File: src/rtl/fcb_pkg.sv
/*
 * fcb_pkg: constants, command codes, phases and bus timing for the
 * flash command bus host sequencer.
 * assumes: core clock of CLK_MHZ, one byte-wide parallel flash on the pins.
 */
package fcb_pkg;

	localparam int unsigned CLK_MHZ = 250;          // core clock rate

	// command bytes written into the device command register
	localparam logic [7:0] CMD_SET_READ  = 8'h00;
	localparam logic [7:0] CMD_SIGNATURE = 8'h90;
	localparam logic [7:0] CMD_ERASE     = 8'h20;
	localparam logic [7:0] CMD_ERASE_VFY = 8'ha0;
	localparam logic [7:0] CMD_PROGRAM   = 8'h40;
	localparam logic [7:0] CMD_PROG_VFY  = 8'hc0;
	localparam logic [7:0] CMD_RESET     = 8'hff;
	localparam logic [7:0] ERASED_BYTE   = 8'hff;   // verify value after erase
	localparam logic [7:0] PREPROG_BYTE  = 8'h00;   // value written before erase
	localparam logic [15:0] LAST_ADDR    = 16'hffff; // top of 64K array

	// pin timing, all minimum figures in ns
	localparam longint unsigned T_VPP_SETUP_NS = 100;     // supply setup to enable
	localparam longint unsigned T_WE_LOW_NS    = 40;      // write enable pulse
	localparam longint unsigned T_WE_HIGH_NS   = 110;     // rest of 150 ns write cycle
	localparam longint unsigned T_ACCESS_NS    = 150;     // read access time
	localparam longint unsigned T_FLOAT_NS     = 35;      // output turn-off time
	localparam longint unsigned T_PROGRAM_NS   = 10000;   // program_pulse_time
	localparam longint unsigned T_ERASE_NS     = 9500000; // erase_pulse_time
	localparam longint unsigned T_RECOVERY_NS  = 6000;    // write_to_read_recovery

	// cycle counts, least times rounded up
	localparam int unsigned VPP_CYC  = int'((T_VPP_SETUP_NS * CLK_MHZ + 999) / 1000);
	localparam int unsigned WL_CYC   = int'((T_WE_LOW_NS * CLK_MHZ + 999) / 1000);
	localparam int unsigned WH_CYC   = int'((T_WE_HIGH_NS * CLK_MHZ + 999) / 1000);
	localparam int unsigned ACC_CYC  = int'((T_ACCESS_NS * CLK_MHZ + 999) / 1000);
	localparam int unsigned FLT_CYC  = int'((T_FLOAT_NS * CLK_MHZ + 999) / 1000);
	localparam int unsigned PGM_CYC  = int'((T_PROGRAM_NS * CLK_MHZ + 999) / 1000);
	localparam int unsigned ERS_CYC  = int'((T_ERASE_NS * CLK_MHZ + 999) / 1000);
	localparam int unsigned REC_CYC  = int'((T_RECOVERY_NS * CLK_MHZ + 999) / 1000);

	localparam int unsigned PROGRAM_TRIES = 25;    // retry ceiling per byte
	localparam int unsigned ERASE_TRIES   = 1000;  // erase pulse ceiling

	// user operations
	typedef enum logic [2:0] {
		OP_READ,
		OP_SIGNATURE,
		OP_PROGRAM,
		OP_ERASE,
		OP_ABORT
	} fcb_op_t;

	// pin-level activity
	typedef enum logic [2:0] {
		B_IDLE, B_STEP, B_WLOW, B_WHIGH, B_RLOW, B_RHIGH, B_WAIT
	} fcb_bus_t;

	// algorithm phases
	typedef enum logic [4:0] {
		P_SETREAD, P_READ, P_SIGCMD, P_SIGREAD,
		P_PG1, P_PG2, P_PGW, P_PV, P_PVW, P_PVR, P_PVC,
		P_ER1, P_ER2, P_ERW, P_EV, P_EVW, P_EVR, P_EVC,
		P_AB1, P_AB2, P_FIN
	} fcb_phase_t;

	// what a phase starts on the pins
	typedef enum logic [1:0] {L_NONE, L_WR, L_RD, L_WAIT} fcb_launch_t;

endpackage : fcb_pkg

File: src/rtl/fcb_host.sv
/*
 * fcb_host: host sequencer driving a command-register parallel flash.
 * runs read, signature read, byte program with verify loop, chip erase
 * (preprogram, erase pulses, erase verify) and abort on the device pins.
 * assumes: device pins sampled synchronous to i_core_clk, external glue
 * turns o_program_supply_high into the high program supply level.
 */
// Notes on behaviour
// - read only with enables low, write high
// - write set-read before reads with supply high
// - erase verify write carries address, then read
// - program is 40h then address and data
// - program verify C0h then read latched byte
// - wait recovery time before any read
// - at most 25 program tries per byte
// - preprogram every byte to 00h first
// - erase needs two 20h writes
`timescale 1ns/10ps
module fcb_host
	import fcb_pkg::*;
#(
	parameter int unsigned ERASE_CYCLES  = ERS_CYC,        // erase wait, shortenable
	parameter int unsigned PROG_TRIES    = PROGRAM_TRIES,  // program retry ceiling
	parameter int unsigned ERS_TRIES     = ERASE_TRIES     // erase pulse ceiling
) (
	input  wire logic        i_core_clk,              // core clock
	input  wire logic        i_rst_b,                 // synchronous reset, low
	input  wire logic        i_req_valid,             // operation request
	output logic             o_req_ready,             // sequencer idle
	input  wire fcb_op_t     i_req_op,                // operation kind
	input  wire logic [15:0] i_req_addr,              // byte address
	input  wire logic [7:0]  i_req_data,              // byte to program
	input  wire logic        i_abort,                 // abort a pulse wait
	output logic             o_done,                  // one-cycle completion
	output logic             o_ok,                    // result of last operation
	output logic [7:0]       o_rdata,                 // byte from last read
	output logic             o_program_supply_high,   // raise program supply
	output logic             o_ce_b,                  // chip enable, low
	output logic             o_oe_b,                  // output enable, low
	output logic             o_we_b,                  // write enable, low
	output logic [15:0]      o_addr,                  // address pins
	output logic [7:0]       o_dq_out,                // data pins, driven value
	output logic             o_dq_oe_b,               // data drive enable, low
	input  wire logic [7:0]  i_dq_in                  // data pins, sensed value
);

	// counter must hold the program pulse too when the erase wait is shortened
	localparam int unsigned LONG_CYC = (ERASE_CYCLES > PGM_CYC) ? ERASE_CYCLES : PGM_CYC;
	localparam int unsigned CNT_W = $clog2(LONG_CYC + 1);  // longest wait
	localparam int unsigned TRY_W = $clog2(ERS_TRIES + PROG_TRIES + 1);

	// complete sequencer state
	typedef struct packed {
		fcb_bus_t         bus;      // pin activity
		fcb_phase_t       phase;    // algorithm step
		logic [CNT_W-1:0] cnt;      // cycle down-counter
		logic [15:0]      addr;     // address on pins
		logic [7:0]       wdata;    // byte on pins during writes
		logic [7:0]       tdata;    // expected verify byte
		logic [7:0]       rdata;    // last sampled byte
		logic [TRY_W-1:0] tries;    // pulses spent on this byte, or on the whole erase
		logic             preprog;  // erase in preprogram pass
		logic             rec_wait; // recovery wait owed before a plain read
		logic             supply;   // program supply request
		logic             ce_b;
		logic             oe_b;
		logic             we_b;
		logic             dq_oe_b;
		logic             done;
		logic             ok;
	} fcb_state_t;

	fcb_state_t st;                  // registered state
	fcb_state_t next_st;             // next state
	fcb_launch_t launch;             // pin action started this cycle
	logic [7:0]  launch_byte;        // byte for a started write
	logic [CNT_W-1:0] launch_wait;   // length of a started wait

	// handshake is combinational from the idle state
	assign o_req_ready = (st.bus == B_IDLE);

	// next-state logic
	always_comb begin
		next_st     = st;
		next_st.done = 1'b0;
		launch      = L_NONE;
		launch_byte = st.wdata;
		launch_wait = '0;
		unique case (st.bus)
			// accept a request, raise supply, wait its setup time
			B_IDLE: begin
				if (i_req_valid) begin
					next_st.supply  = 1'b1;
					next_st.addr    = i_req_addr;
					next_st.tdata   = i_req_data;
					next_st.tries   = '0;
					next_st.preprog = 1'b0;
					next_st.rec_wait = 1'b0;
					next_st.ok      = 1'b0;
					next_st.bus     = B_WAIT;
					next_st.cnt     = CNT_W'(VPP_CYC - 1);
					unique case (i_req_op)
						OP_READ:      next_st.phase = P_SETREAD;
						OP_SIGNATURE: next_st.phase = P_SIGCMD;
						OP_PROGRAM:   next_st.phase = P_PG1;
						OP_ERASE: begin
							// preprogram pass over the whole array first
							next_st.phase   = P_PG1;
							next_st.preprog = 1'b1;
							next_st.addr    = '0;
							next_st.tdata   = PREPROG_BYTE;
						end
						OP_ABORT:     next_st.phase = P_AB1;
						default:      next_st.phase = P_FIN;        // illegal op code
					endcase
				end
			end
			// decide the next algorithm step
			B_STEP: begin
				unique case (st.phase)
					P_SETREAD: begin
						launch_byte   = CMD_SET_READ;
						launch        = L_WR;
						next_st.rec_wait = 1'b1;
						next_st.phase = P_READ;
					end
					P_READ, P_SIGREAD: begin
						if (st.rec_wait) begin
							// command write just ended, let the device recover
							launch_wait      = CNT_W'(REC_CYC - 1);
							launch           = L_WAIT;
							next_st.rec_wait = 1'b0;
						end else begin
							launch        = L_RD;
							next_st.ok    = 1'b1;
							next_st.phase = P_FIN;
						end
					end
					P_SIGCMD: begin
						launch_byte   = CMD_SIGNATURE;
						launch        = L_WR;
						next_st.rec_wait = 1'b1;
						next_st.phase = P_SIGREAD;
					end
					P_PG1: begin
						launch_byte   = CMD_PROGRAM;
						launch        = L_WR;
						next_st.phase = P_PG2;
					end
					P_PG2: begin
						// address and data held through the whole write
						launch_byte   = st.tdata;
						launch        = L_WR;
						next_st.tries = st.tries + TRY_W'(1);
						next_st.phase = P_PGW;
					end
					P_PGW: begin
						launch_wait   = CNT_W'(PGM_CYC - 1);
						launch        = L_WAIT;
						next_st.phase = P_PV;
					end
					P_PV: begin
						// this write edge also ends the program pulse
						launch_byte   = CMD_PROG_VFY;
						launch        = L_WR;
						next_st.phase = P_PVW;
					end
					P_PVW, P_EVW: begin
						launch_wait   = CNT_W'(REC_CYC - 1);
						launch        = L_WAIT;
						next_st.phase = (st.phase == P_PVW) ? P_PVR : P_EVR;
					end
					P_PVR: begin
						launch        = L_RD;
						next_st.phase = P_PVC;
					end
					P_PVC: begin
						if (st.rdata == st.tdata) begin
							next_st.tries = '0;
							if (!st.preprog) begin
								next_st.ok    = 1'b1;
								next_st.phase = P_FIN;
							end else if (st.addr == LAST_ADDR) begin
								next_st.preprog = 1'b0;
								next_st.addr    = '0;
								next_st.phase   = P_ER1;
							end else begin
								next_st.addr  = st.addr + 16'h0001;
								next_st.phase = P_PG1;
							end
						end else if (st.tries >= TRY_W'(PROG_TRIES)) begin
							next_st.phase = P_FIN;
						end else begin
							next_st.phase = P_PG1;
						end
					end
					P_ER1: begin
						launch_byte   = CMD_ERASE;
						launch        = L_WR;
						next_st.phase = P_ER2;
					end
					P_ER2: begin
						launch_byte   = CMD_ERASE;
						launch        = L_WR;
						next_st.tries = st.tries + TRY_W'(1);
						next_st.phase = P_ERW;
					end
					P_ERW: begin
						launch_wait   = CNT_W'(ERASE_CYCLES - 1);
						launch        = L_WAIT;
						next_st.phase = P_EV;
					end
					P_EV: begin
						// carries the address to check, ends the erase pulse
						launch_byte   = CMD_ERASE_VFY;
						launch        = L_WR;
						next_st.phase = P_EVW;
					end
					P_EVR: begin
						launch        = L_RD;
						next_st.phase = P_EVC;
					end
					P_EVC: begin
						if (st.rdata == ERASED_BYTE) begin
							if (st.addr == LAST_ADDR) begin
								next_st.ok    = 1'b1;
								next_st.phase = P_FIN;
							end else begin
								next_st.addr  = st.addr + 16'h0001;
								next_st.phase = P_EV;
							end
						end else if (st.tries >= TRY_W'(ERS_TRIES)) begin
							next_st.phase = P_FIN;
						end else begin
							next_st.phase = P_ER1;
						end
					end
					P_AB1: begin
						launch_byte   = CMD_RESET;
						launch        = L_WR;
						next_st.phase = P_AB2;
					end
					P_AB2: begin
						launch_byte   = CMD_RESET;
						launch        = L_WR;
						next_st.ok    = 1'b1;
						next_st.phase = P_FIN;
					end
					P_FIN: begin
						next_st.done   = 1'b1;
						next_st.supply = 1'b0;
						next_st.bus    = B_IDLE;
					end
					default: next_st.phase = P_FIN;
				endcase
			end
			// write enable low: device takes address on the falling edge
			B_WLOW: begin
				if (st.cnt == '0) begin
					next_st.we_b = 1'b1;
					next_st.cnt  = CNT_W'(WH_CYC - 1);
					next_st.bus  = B_WHIGH;
				end else begin
					next_st.cnt = st.cnt - CNT_W'(1);
				end
			end
			// write enable high: data held past the rising edge
			B_WHIGH: begin
				if (st.cnt == '0) begin
					next_st.ce_b    = 1'b1;
					next_st.dq_oe_b = 1'b1;
					next_st.bus     = B_STEP;
				end else begin
					next_st.cnt = st.cnt - CNT_W'(1);
				end
			end
			// output enable low: sample at end of access time
			B_RLOW: begin
				if (st.cnt == '0) begin
					next_st.rdata = i_dq_in;
					next_st.oe_b  = 1'b1;
					next_st.ce_b  = 1'b1;
					next_st.cnt   = CNT_W'(FLT_CYC - 1);
					next_st.bus   = B_RHIGH;
				end else begin
					next_st.cnt = st.cnt - CNT_W'(1);
				end
			end
			// let the device float its outputs before we drive again
			B_RHIGH: begin
				if (st.cnt == '0)
					next_st.bus = B_STEP;
				else
					next_st.cnt = st.cnt - CNT_W'(1);
			end
			// timed wait; abort cuts a pulse short
			B_WAIT: begin
				if (i_abort && st.phase != P_AB1 && st.phase != P_AB2
						&& st.phase != P_FIN) begin
					next_st.phase = P_AB1;
					next_st.bus   = B_STEP;
				end else if (st.cnt == '0) begin
					next_st.bus = B_STEP;
				end else begin
					next_st.cnt = st.cnt - CNT_W'(1);
				end
			end
			default: next_st.bus = B_IDLE;
		endcase
		// start the chosen pin action
		unique case (launch)
			L_WR: begin
				next_st.wdata   = launch_byte;
				next_st.ce_b    = 1'b0;
				next_st.oe_b    = 1'b1;
				next_st.we_b    = 1'b0;
				next_st.dq_oe_b = 1'b0;
				next_st.cnt     = CNT_W'(WL_CYC - 1);
				next_st.bus     = B_WLOW;
			end
			L_RD: begin
				next_st.ce_b    = 1'b0;
				next_st.oe_b    = 1'b0;
				next_st.we_b    = 1'b1;
				next_st.dq_oe_b = 1'b1;
				next_st.cnt     = CNT_W'(ACC_CYC - 1);
				next_st.bus     = B_RLOW;
			end
			L_WAIT: begin
				next_st.cnt = launch_wait;
				next_st.bus = B_WAIT;
			end
			L_NONE: ;
		endcase
	end

	// state register; device assumed in read mode after power-up
	always_ff @(posedge i_core_clk) begin
		if (!i_rst_b) begin
			st         <= '0;
			st.bus     <= B_IDLE;
			st.phase   <= P_FIN;
			st.ce_b    <= 1'b1;
			st.oe_b    <= 1'b1;
			st.we_b    <= 1'b1;
			st.dq_oe_b <= 1'b1;
		end else begin
			st <= next_st;
		end
	end

	// outputs straight from state flip-flops
	assign o_done                = st.done;
	assign o_ok                  = st.ok;
	assign o_rdata               = st.rdata;
	assign o_program_supply_high = st.supply;
	assign o_ce_b                = st.ce_b;
	assign o_oe_b                = st.oe_b;
	assign o_we_b                = st.we_b;
	assign o_addr                = st.addr;
	assign o_dq_out              = st.wdata;
	assign o_dq_oe_b             = st.dq_oe_b;

endmodule : fcb_host

File: config.mk
export PLATFORM = sky130hd
export DESIGN_NAME = fcb_host
export DESIGN_NICKNAME = d
export VERILOG_FILES = /design/src/rtl/fcb_pkg.sv /design/src/rtl/fcb_host.sv
export SDC_FILE = /design/constraint.sdc
export NUM_CORES = 1
export LEC_CHECK = 0
export ABC_AREA = 1
export BUFFER_PORTS_ARGS = -buffer_cell sky130_fd_sc_hd__buf_2
export CAP_MARGIN = 20
export CORE_MARGIN = 2
export CORE_UTILIZATION = 28
export CTS_CLUSTER_SIZE = 16
export DETAILED_ROUTE_END_ITERATION = 6
export PLACE_DENSITY = 0.49
export SYNTH_ARGS = -nofsm -noshare
export SYNTH_HDL_FRONTEND = slang
export SYNTH_SLANG_ARGS = --single-unit
File: constraint.sdc
create_clock -name i_core_clk -period 2.5 [get_ports i_core_clk]
set_input_delay 0.125 -clock i_core_clk [delete_from_list [all_inputs] [get_ports i_core_clk]]
set_output_delay 0.125 -clock i_core_clk [all_outputs]
set_load 0.1 [all_outputs]
After elaboration in Yosys (flattened, before gate mapping)
Cells that the tools add are included.
{ "op_classes": {"n_addsub": 3, "mul": 0, "n_div": 0, "n_lt_le_gt_ge": 2, "n_eq_ne": 63, "shifts": 0, "n_mux": 69, "bitwise": 0, "reduce_logical": 44} }
{ "ops": {"columns": ["cell", "n"], "rows": [
  ["$mux 22", 5],
  ["$pmux 22 s5", 1],
  ["$mux 16", 6],
  ["$pmux 5 s18", 1],
  ["$pmux 22 s4", 1],
  ["$pmux 22 s3", 1],
  ["$pmux 16 s2", 2],
  ["$pmux 8 s8", 1],
  ["$mux 46", 1],
  ["$mux 5", 9],
  ["$eq 5x4->1 const B", 8],
  ["$ne 5x5->1 const B", 6],
  ["$pmux 14 s2", 1],
  ["$eq 5x5->1 const B", 5],
  ["$logic_not 22->1", 1],
  ["$pmux 11 s2", 1],
  ["$sub 22x1->22 const B", 1],
  ["$ne 3x3->1 const B", 7],
  ["$eq 5x3->1 const B", 4],
  ["$pmux 5 s4", 1],
  ["$pmux 3 s6", 1],
  ["$reduce_or 2->1", 9],
  ["$mux 1", 17],
  ["$add 16x1->16 const B", 1],
  ["49 further kinds", 90]
]} }
{ "word_totals": {"regBits": 90, "latchBits": 0, "mem_bits_rw": 0, "mem_bits_ro": 0, "input_bits": 39, "out_inout_bits": 40, "wordCells": 198, "mem_count": 0} }

Depth between registers and ports, before layout
Gate-level depths: netlist of run 1.
{ "logic_depth": {"depth_word": 7, "ltp_mapped": 22, "ltp_nobuf": 21} }

Worst setup path after synthesis of run 1
Ideal clock, no wire load.
{ "synth_path": {"path_type": "reg2reg", "start": "register st[86] (netlist bit)", "end": "register st[78] (netlist bit)", "setup_time_ns": 0.116, "arrival_ns": 2.633, "required_ns": 2.384, "slack_ns": -0.249, "stages_incl_launch_ff": 18, "path_buffers": 1, "synth_period_minus_slack_ns": 2.749, "cell_sequence": "dfxtp_1 > inv_2 > nand3_1 > nor2_1 > nor2_1 > nand3_1 > o31ai_1 > inv_1 > ha_1 > nor2_1 > nand2_1 > nor2_1 > nor2_2 > inv_2 > nor2_4 > buf_6 > o21ai_0 > nor2_1"} }
{ "synth_between": {"elab_chain_len": 7, "elab_cells_between_ends": 41, "classes_between": "eq/ne (25); mux (5); reduce/logical (11)"} }
{ "synth_lines": {"columns": ["item", "line_no", "rtl"], "rows": [
  ["start: declaration", "fcb_host.sv:73", "fcb_state_t st;"],
  ["start signal: assignment", "fcb_host.sv:348", "st <= next_st;"],
  ["$eq 5x4->1 (tied with other cells)", "fcb_host.sv:120", "unique case (st.phase)"],
  ["$reduce_or 10->1 (no line) (tied with other cells)", null, null],
  ["$pmux 2 s4", "fcb_host.sv:120", null],
  ["$mux 2", "fcb_host.sv:89", "unique case (st.bus)"],
  ["$eq 2x2->1 or $eq 2x1->1 (tied branches)", "fcb_host.sv:311", "unique case (launch)"],
  ["$ne 5x5->1 (no line) (tied with other cells)", null, null],
  ["$reduce_and 3->1 (no line)", null, null]
]} }
Several ways; a longest one is shown, not always the timed one.
A chain may end at the register's enable or synchronous reset.

Final worst setup path of run 1
{ "layout_path": {"start": "register st[84] (netlist bit)", "end": "register st[60] (netlist bit)"} }
The elaborated chain is that of the path after synthesis.

==> results of run 1 <==
==> registers in the layout (all words and copies together) (netlist names) <==
register and flops:
o_rdata 8, o_dq_out 8, o_oe_b 1, st 51, o_ok 1, o_program_supply_high 1, o_ce_b 1, o_we_b 1
o_dq_oe_b 1, o_done 1, o_addr 16
==> area by class of cell <==
| class | instances | area, um2 |
|---|---|---|
| clock buffers | 10 | 229 |
| multi-input cells | 786 | 4230 |
| well taps | 285 | 357 |
| repair buffers | 215 | 1550 |
| clock inverters | 6 | 115 |
| inverters | 119 | 464 |
| fillers | 2427 | 13900 |
| flip-flops and latches | 90 | 1820 |
==> critical path, cell delays in order (launching register included) <==
cell,delay (ns)
dfxtp_4,0.38
buf_6,0.13
nand3_4,0.13
nor2_4,0.07
nor2_4,0.12
buf_4,0.13
nand3_2,0.07
or2_4,0.25
nand2_4,0.10
inv_6,0.05
ha_4,0.17
inv_2,0.05
nand4_1,0.16
nor2_4,0.18
nor2_4,0.05
inv_2,0.06
nor2_4,0.04
buf_12,0.13
buf_6,0.13
o21ai_1,0.11
nor2_1,0.06
==> what timing repair did <==
action / CTS / global route
buffers inserted: 30 / 12
pin swaps: 34 / 29
resized for setup: 79 / 55
hold endpoints to repair: 8 / 0
endpoints found under the setup margin: 26 / 57
hold buffers: 8 / 0
cloned: 1 / 1
==> stage by stage <==
step | setup WS, ns | total power [mW] | util, %
6_report | -0.196 | 10.3 | 38.7
2_1_floorplan | 0.00601 | 6.40 | -
3_3_place_gp | -0.215 | 7.92 | 33.6
3_5_place_dp | -0.279 | 7.91 | 33.6
5_1_grt | -0.319 | 11.1 | 38.7
4_1_cts | -0.0811 | 10.2 | 37.8
==> Yosys cell counts (all sizes together) (2+ instances only) <==
master,count
a31oi,4
or2,2
nand2,244
nand3b,8
o21ai,77
o21bai,4
xor2,18
buf,47
inv,118
nor3,25
xnor2,11
nand3,95
nand4,10
a21oi,65
dfxtp,90
o211ai,4
a211oi,9
clkbuf,17
ha,11
nor2,192
o31ai,2
==> worst min path at each step <==
stage | start | end | slack [ns]
after CTS | i_req_data[3] | st[31]$_SDFFE_PN0P_ | 0.05
after floorplan | i_dq_in[0] | o_rdata[0]$_SDFFE_PN0P_ | 0.27
after detailed placement | i_dq_in[3] | o_rdata[3]$_SDFFE_PN0P_ | 0.36
after global routing | i_req_data[3] | st[31]$_SDFFE_PN0P_ | 0.06
final | i_req_data[3] | st[31]$_SDFFE_PN0P_ | 0.06
after global placement | i_dq_in[2] | o_rdata[2]$_SDFFE_PN0P_ | 0.36
==> cell families after synthesis <==
family / count (synthesis) / share of synthesized area [%]
buffers and inverters: 183 / 13.3
adder cells (fa/ha/maj): 11 / 2.14
AO/OA/AOI/OAI: 167 / 14.0
AND/OR/NAND/NOR: 578 / 38.7
XOR/XNOR: 29 / 3.94
flip-flops: 90 / 28.0
==> per-layer routing <==
metal / vias to the layer above / global-route usage, % / wire length (um) / part of all wire (%)
met5: - / 0 / 0 / 0
met4: 0 / 5.02 / 387 / 1.8
met3: 27 / 3.14 / 926 / 4.3
met2: 168 / 29.7 / 9840 / 46
met1: 3273 / 23.3 / 10300 / 48
li1: 3695 / - / - / -
==> power breakdown <==
part	leakage, nW	switching, mW	internal [mW]	total (mW)
Sequential	0.737	0.370	1.78	2.15
Clock	0.163	0.636	0.982	1.62
Combinational	3.05	4.23	2.34	6.57
==> cells in the final DEF, fill, tap and decap left out, types with 8 or more instances in the layout <==
cell,count
nand2_1,217
nor2_1,154
buf_4,109
inv_1,100
dfxtp_1,85
nand3_1,84
buf_2,78
a21oi_1,63
o21ai_0,51
nor3_1,22
nand2_2,21
nor2_4,19
nor2_2,19
xor2_1,18
buf_6,16
inv_2,14
o21ai_2,14
o21ai_1,12
xnor2_1,11
nand4_1,9
a211oi_1,9
clkbuf_16,9
nand3_2,8
nand3b_1,8
dlygate4sd3_1,8
==> metrics.txt, run 1 <==
maximum fanout along the worst path 7; Seq/Total Area, Yosys 28.0%; non-filler cells, final 1,511; flop2flop setup slack -0.20 ns; asr flop ratio synth 0%; crit start category flop; Overflow after GRT 0; initial core utilization between 20% and 30%; CP Data Required Time 2.75 ns; Final setup viols 26; average instance area after synthesis ~6 um2; Setup TNS Final -3.57 ns; drc violations 0; Top FF cell, synth dfxtp_1; vias 7,163; largest area contributor in the netlist dfxtp_1; maximum buffer depth of the clock tree 2; worst skew pair latency about 0.36 ns; antenna cells 0; Die X 156 um; Placement Cell Area 7600 um2; Die ar. 24,200 um2; CTS sink cnt 90; CP arrival 2.94 ns; Initial DRT Pass Iterations 5; CTS tree yes; max-slew violations 0; WHS 0.0642 ns; Area contributors post-synth dfxtp_1 (28%), nand2_1 (14%), nor2_1 (11%), nand3_1 (7.0%), inv_1 (6.2%); peak supply drop 391 uV; Layout area overhead 36.1%; post-layout min period 2.70 ns; # Max-Cap Violations 0; EDFF count, synth 0; Worst setup endpoint st[60]$_SDFFE_PN0P_; LEAKAGE 3.95 nW; CTS root buf clkbuf_16; Hold Violations, Final 0; post-route ant nets 0; worst min path class in -> reg; RePlAce Congestion 0.884; Worst Max-Slew Pin Slew 0.681 ns; clk_skew 0.0143 ns; Core Region 22,600 um2; WS Path Type reg -> reg; Nets ~1,300; largest net degree at the start of global routing 35; post-route clock period utilization 108%; reg-to-reg startpoint st[84]$_SDFFE_PN1P_; cell count after synthesis between 1,000 and 1,500; Post-Syn Nets between 1,000 and 1,500; Reg clk slew, reported paths 0.07 ns; setup repair after global routing missed its margin true; first-pass GRT wire length 34.3 mm; Core Rows 55; placed cell count 1,448; # port buffers 78; drt wl/cell 14.2 um; initial DRC count 470; number of synthesized register bits 90; critical path endpoint category flop; Die Y 156 um; post-synth top area share 28.0%; R2R depth 20; pwr dens between 1000 and 1500 nW/um2; worst flop-to-flop path endpoint st[60]$_SDFFE_PN0P_; Slew headroom 54.6%; PnR worst setup slack -0.196 ns; worst setup path startpoint st[84]$_SDFFE_PN1P_; DRT Wirelength 21.4 mm; Ports 79; Final Instance Area 8760 um2; # H-tree levels 3; total track usage 17.7%; Synth Warn # 0; dpl hpwl 15.6 mm; run status finished with violations; failing checks setup timing; initial antenna violation count 0; Netlist cell types 40; synthesized area 6440 um2; share of cells above drive strength 1 28.6%; TritonCTS buffer count 9; Vias/cell 4.74; vias in the first global route 6,770; hold path depth 3; fmax 371 MHz
No activity file was read; power rests on OpenSTA's default activity.
==> inputs of run 2 (changes only) <==
--- a/config.mk
+++ b/config.mk
@@ -5,7 +5,7 @@
 export SDC_FILE = /design/constraint.sdc
 export NUM_CORES = 1
 export LEC_CHECK = 0
-export ABC_AREA = 1
+export ABC_AREA = 0
 export BUFFER_PORTS_ARGS = -buffer_cell sky130_fd_sc_hd__buf_2
 export CAP_MARGIN = 20
 export CORE_MARGIN = 2
==> metrics.txt, run 2 <==
Synth Warn # 0; crit start category flop; largest area contributor in the netlist dfxtp_1; crit-path cells and2_4 > and2_4 > a21oi_2 > o22ai_2 > and2_4 > inv_4 > ha_4 > or3_4 > a211o_1 > o221a_4 > and2_4 > and3_4 > a31o_4; R2R depth 13; highest-delay cell along the critical path or3_4; Placement Cell Area 7290 um2; # Max-Cap Violations 0; total track usage 18.3%; Slew headroom 53.4%; antenna cells 0; post-route clock period utilization 111%; maximum buffer depth of the clock tree 2; Post-Syn Nets 855; max FFs per register 51; # port buffers 78; Final Instance Area around 8000 um2; failing checks setup timing; Critical path buffers and inverters 1; initial DRC count 343; Hold Violations, Final 0; Crit path largest cell delay 0.42 ns; Netlist cell types 80; drc violations 0; Reg clk slew, reported paths 0.07 ns; fmax ~360 MHz; Top FF cell, synth dfxtp_1; Die ar. 22,600 um2; Layout area overhead 34.0%; most frequent cell after synthesis nand2_1; LEAKAGE 3.24 nW; Area contributors post-synth dfxtp_1 (30%), a21oi_1 (7.3%), nand2_1 (5.9%), nor2_1 (4.1%), buf_4 (4.0%); non-filler cells, final ~1,200; cell count after synthesis about 810; fillers 2,203; worst min path class in -> reg; Nets 999; pwr dens 1210 nW/um2; initial core utilization between 20 and 30%; largest reg by FF count st; Vias/cell 5.33; Seq/Total Area, Yosys 30.0%; top cells by count, synth nand2_1 (94), dfxtp_1 (90), a21oi_1 (88); PnR worst setup slack -0.267 ns; initial antenna violation count 0; average instance area after synthesis roughly 7.5 um2; post-synth top area share 30.0%; delay-heaviest family, CP simple AND/OR/NAND/NOR gates; max-slew violations 0; hold path depth 3; CP Data Required Time 2.75 ns; CP most frequent cell and2_4; worst skew pair latency 0.35 ns; most frequent cells in the layout buf_4 (125), nand2_1 (91), dfxtp_1 (86); Die Y 150 um; Core Rows 53; vias in the first global route 6,130; share of cells above drive strength 1 between 30% and 40%; placed cell count 1,199; CTS root buf clkbuf_16; CTS sink cnt 90; critical path endpoint category flop; WS Path Type reg -> reg; vias 6,553; reg-to-reg startpoint st[82]$_SDFFE_PN0P_; run status finished with violations; hold path start i_dq_in[3]; Die X 150 um; RePlAce Congestion 0.893; setup repair after global routing missed its margin true; Overflow after GRT 0; most common cell after layout, fill and taps aside buf_4; Worst Max-Slew Pin Slew 0.696 ns; post-route ant nets 0; TritonCTS buffer count 9; CP arrival 3.02 ns; WHS about 0.011 ns; Initial DRT Pass Iterations 5; Critical Path Stages 13; Core Region between 20,000 and 25,000 um2; clk_skew 0.00656 ns; maximum fanout along the worst path 6; number of synthesized register bits 90; EDFF count, synth 0; Setup TNS Final -4.78 ns; peak supply drop 558 uV; dpl hpwl 15.2 mm; post-layout min period 2.77 ns; asr flop ratio synth 0%; Final setup viols 25; # H-tree levels 3; drt wl/cell 16.9 um; cts hold-fix bufs 0; largest net degree at the start of global routing 40; DRT Wirelength 20.8 mm; Ports 79; synthesized area 6000 um2; CTS tree yes; first-pass GRT wire length 32.4 mm; worst setup path startpoint st[82]$_SDFFE_PN0P_
[run 2: cell count changes in the layout (fill, tap and decap cells not counted), moves of 19 or more]
cell,before,now
nand3_1,84,30
nand2_2,21,2
inv_1,100,15
o21ai_0,51,26
nand2_1,217,91
nor2_1,154,61
[run 2: path summary, 6_finish.rpt]
kind,to,slack (ns)
setup / recovery,st[70]$_SDFFE_PN0P_,-0.27
hold / removal,o_rdata[3]$_SDFFE_PN0P_,0.01
setup reg to reg,st[70]$_SDFFE_PN0P_,-0.27
hold reg to reg,o_dq_out[6]$_SDFFE_PN0P_,0.45
[run 2: through the flow]
stage          utilization (%)  worst slack [ns]  power [mW]
2_1_floorplan                -            -0.424        5.84
3_3_place_gp              34.7            -0.471        7.50
3_5_place_dp              34.7            -0.491        7.47
4_1_cts                   37.5            -0.263        9.48
5_1_grt                   38.3            -0.356        10.3
6_report                  38.3            -0.267        9.75
[run 2: timing repair]
item | in CTS | in global routing
buffers inserted | 8 | 4
gates resized for setup | 41 | 35
pin swaps | 9 | 9
setup endpoints to repair | 25 | 37
hold endpoints to repair | 0 | 0
gates cloned | 2 | 0
[run 2: worst register-to-register path, stage by stage (launching register included)]
cell,delay (ns)
dfxtp_4,0.41
and2_4,0.16
and2_4,0.13
a21oi_2,0.03
o22ai_2,0.12
and2_4,0.21
inv_4,0.04
ha_4,0.15
or3_4,0.42
a211o_1,0.29
o221a_4,0.15
and2_4,0.18
and3_4,0.18
a31o_4,0.20
[run 2: logic make-up (layout without fill, tap and decap cells)]
logic type | after synthesis | count (layout) | share of synthesized area [%]
muxes | 4 | 4 | 0.667
and+or+nand+nor | 328 | 328 | 27.6
adders and majority gates | 11 | 11 | 2.29
xor gates and xnor gates | 22 | 22 | 3.21
DFF | 90 | 90 | 30.0
AOI/OAI and AO/OA | 252 | 252 | 27.6
buffers and inverters | 98 | 247 | 8.67
[run 2: where the power goes]
| group | switching [mW] | internal (mW) |
|---|---|---|
| Clock | 0.667 | 0.990 |
| Sequential | 0.268 | 1.71 |
| Combinational | 3.72 | 2.39 |
[run 2: cell type report]
| cell class | count | area, um2 | share of cell area, % |
|---|---|---|---|
| Clock buffer | 9 | 225 | 2.80 |
| Clock inverter | 7 | 124 | 1.54 |
| Inverter | 19 | 75.1 | 0.933 |
| Multi-Input combinational cell | 617 | 4020 | 49.9 |
| Sequential cell | 90 | 1810 | 22.5 |
| Tap cell | 275 | 344 | 4.28 |
| Timing Repair Buffer | 212 | 1450 | 18.0 |
[run 2: per-layer routing]
layer | GRT usage [%] | wire length [um] | part of all wire [%] | up-vias
li1 | - | - | - | 3231
met1 | 25.3 | 9760 | 47 | 3108
met2 | 28.6 | 9480 | 46 | 188
met3 | 2.70 | 1110 | 5.3 | 26
met4 | 7.45 | 475 | 2.3 | 0
met5 | 0 | 0 | 0 | -
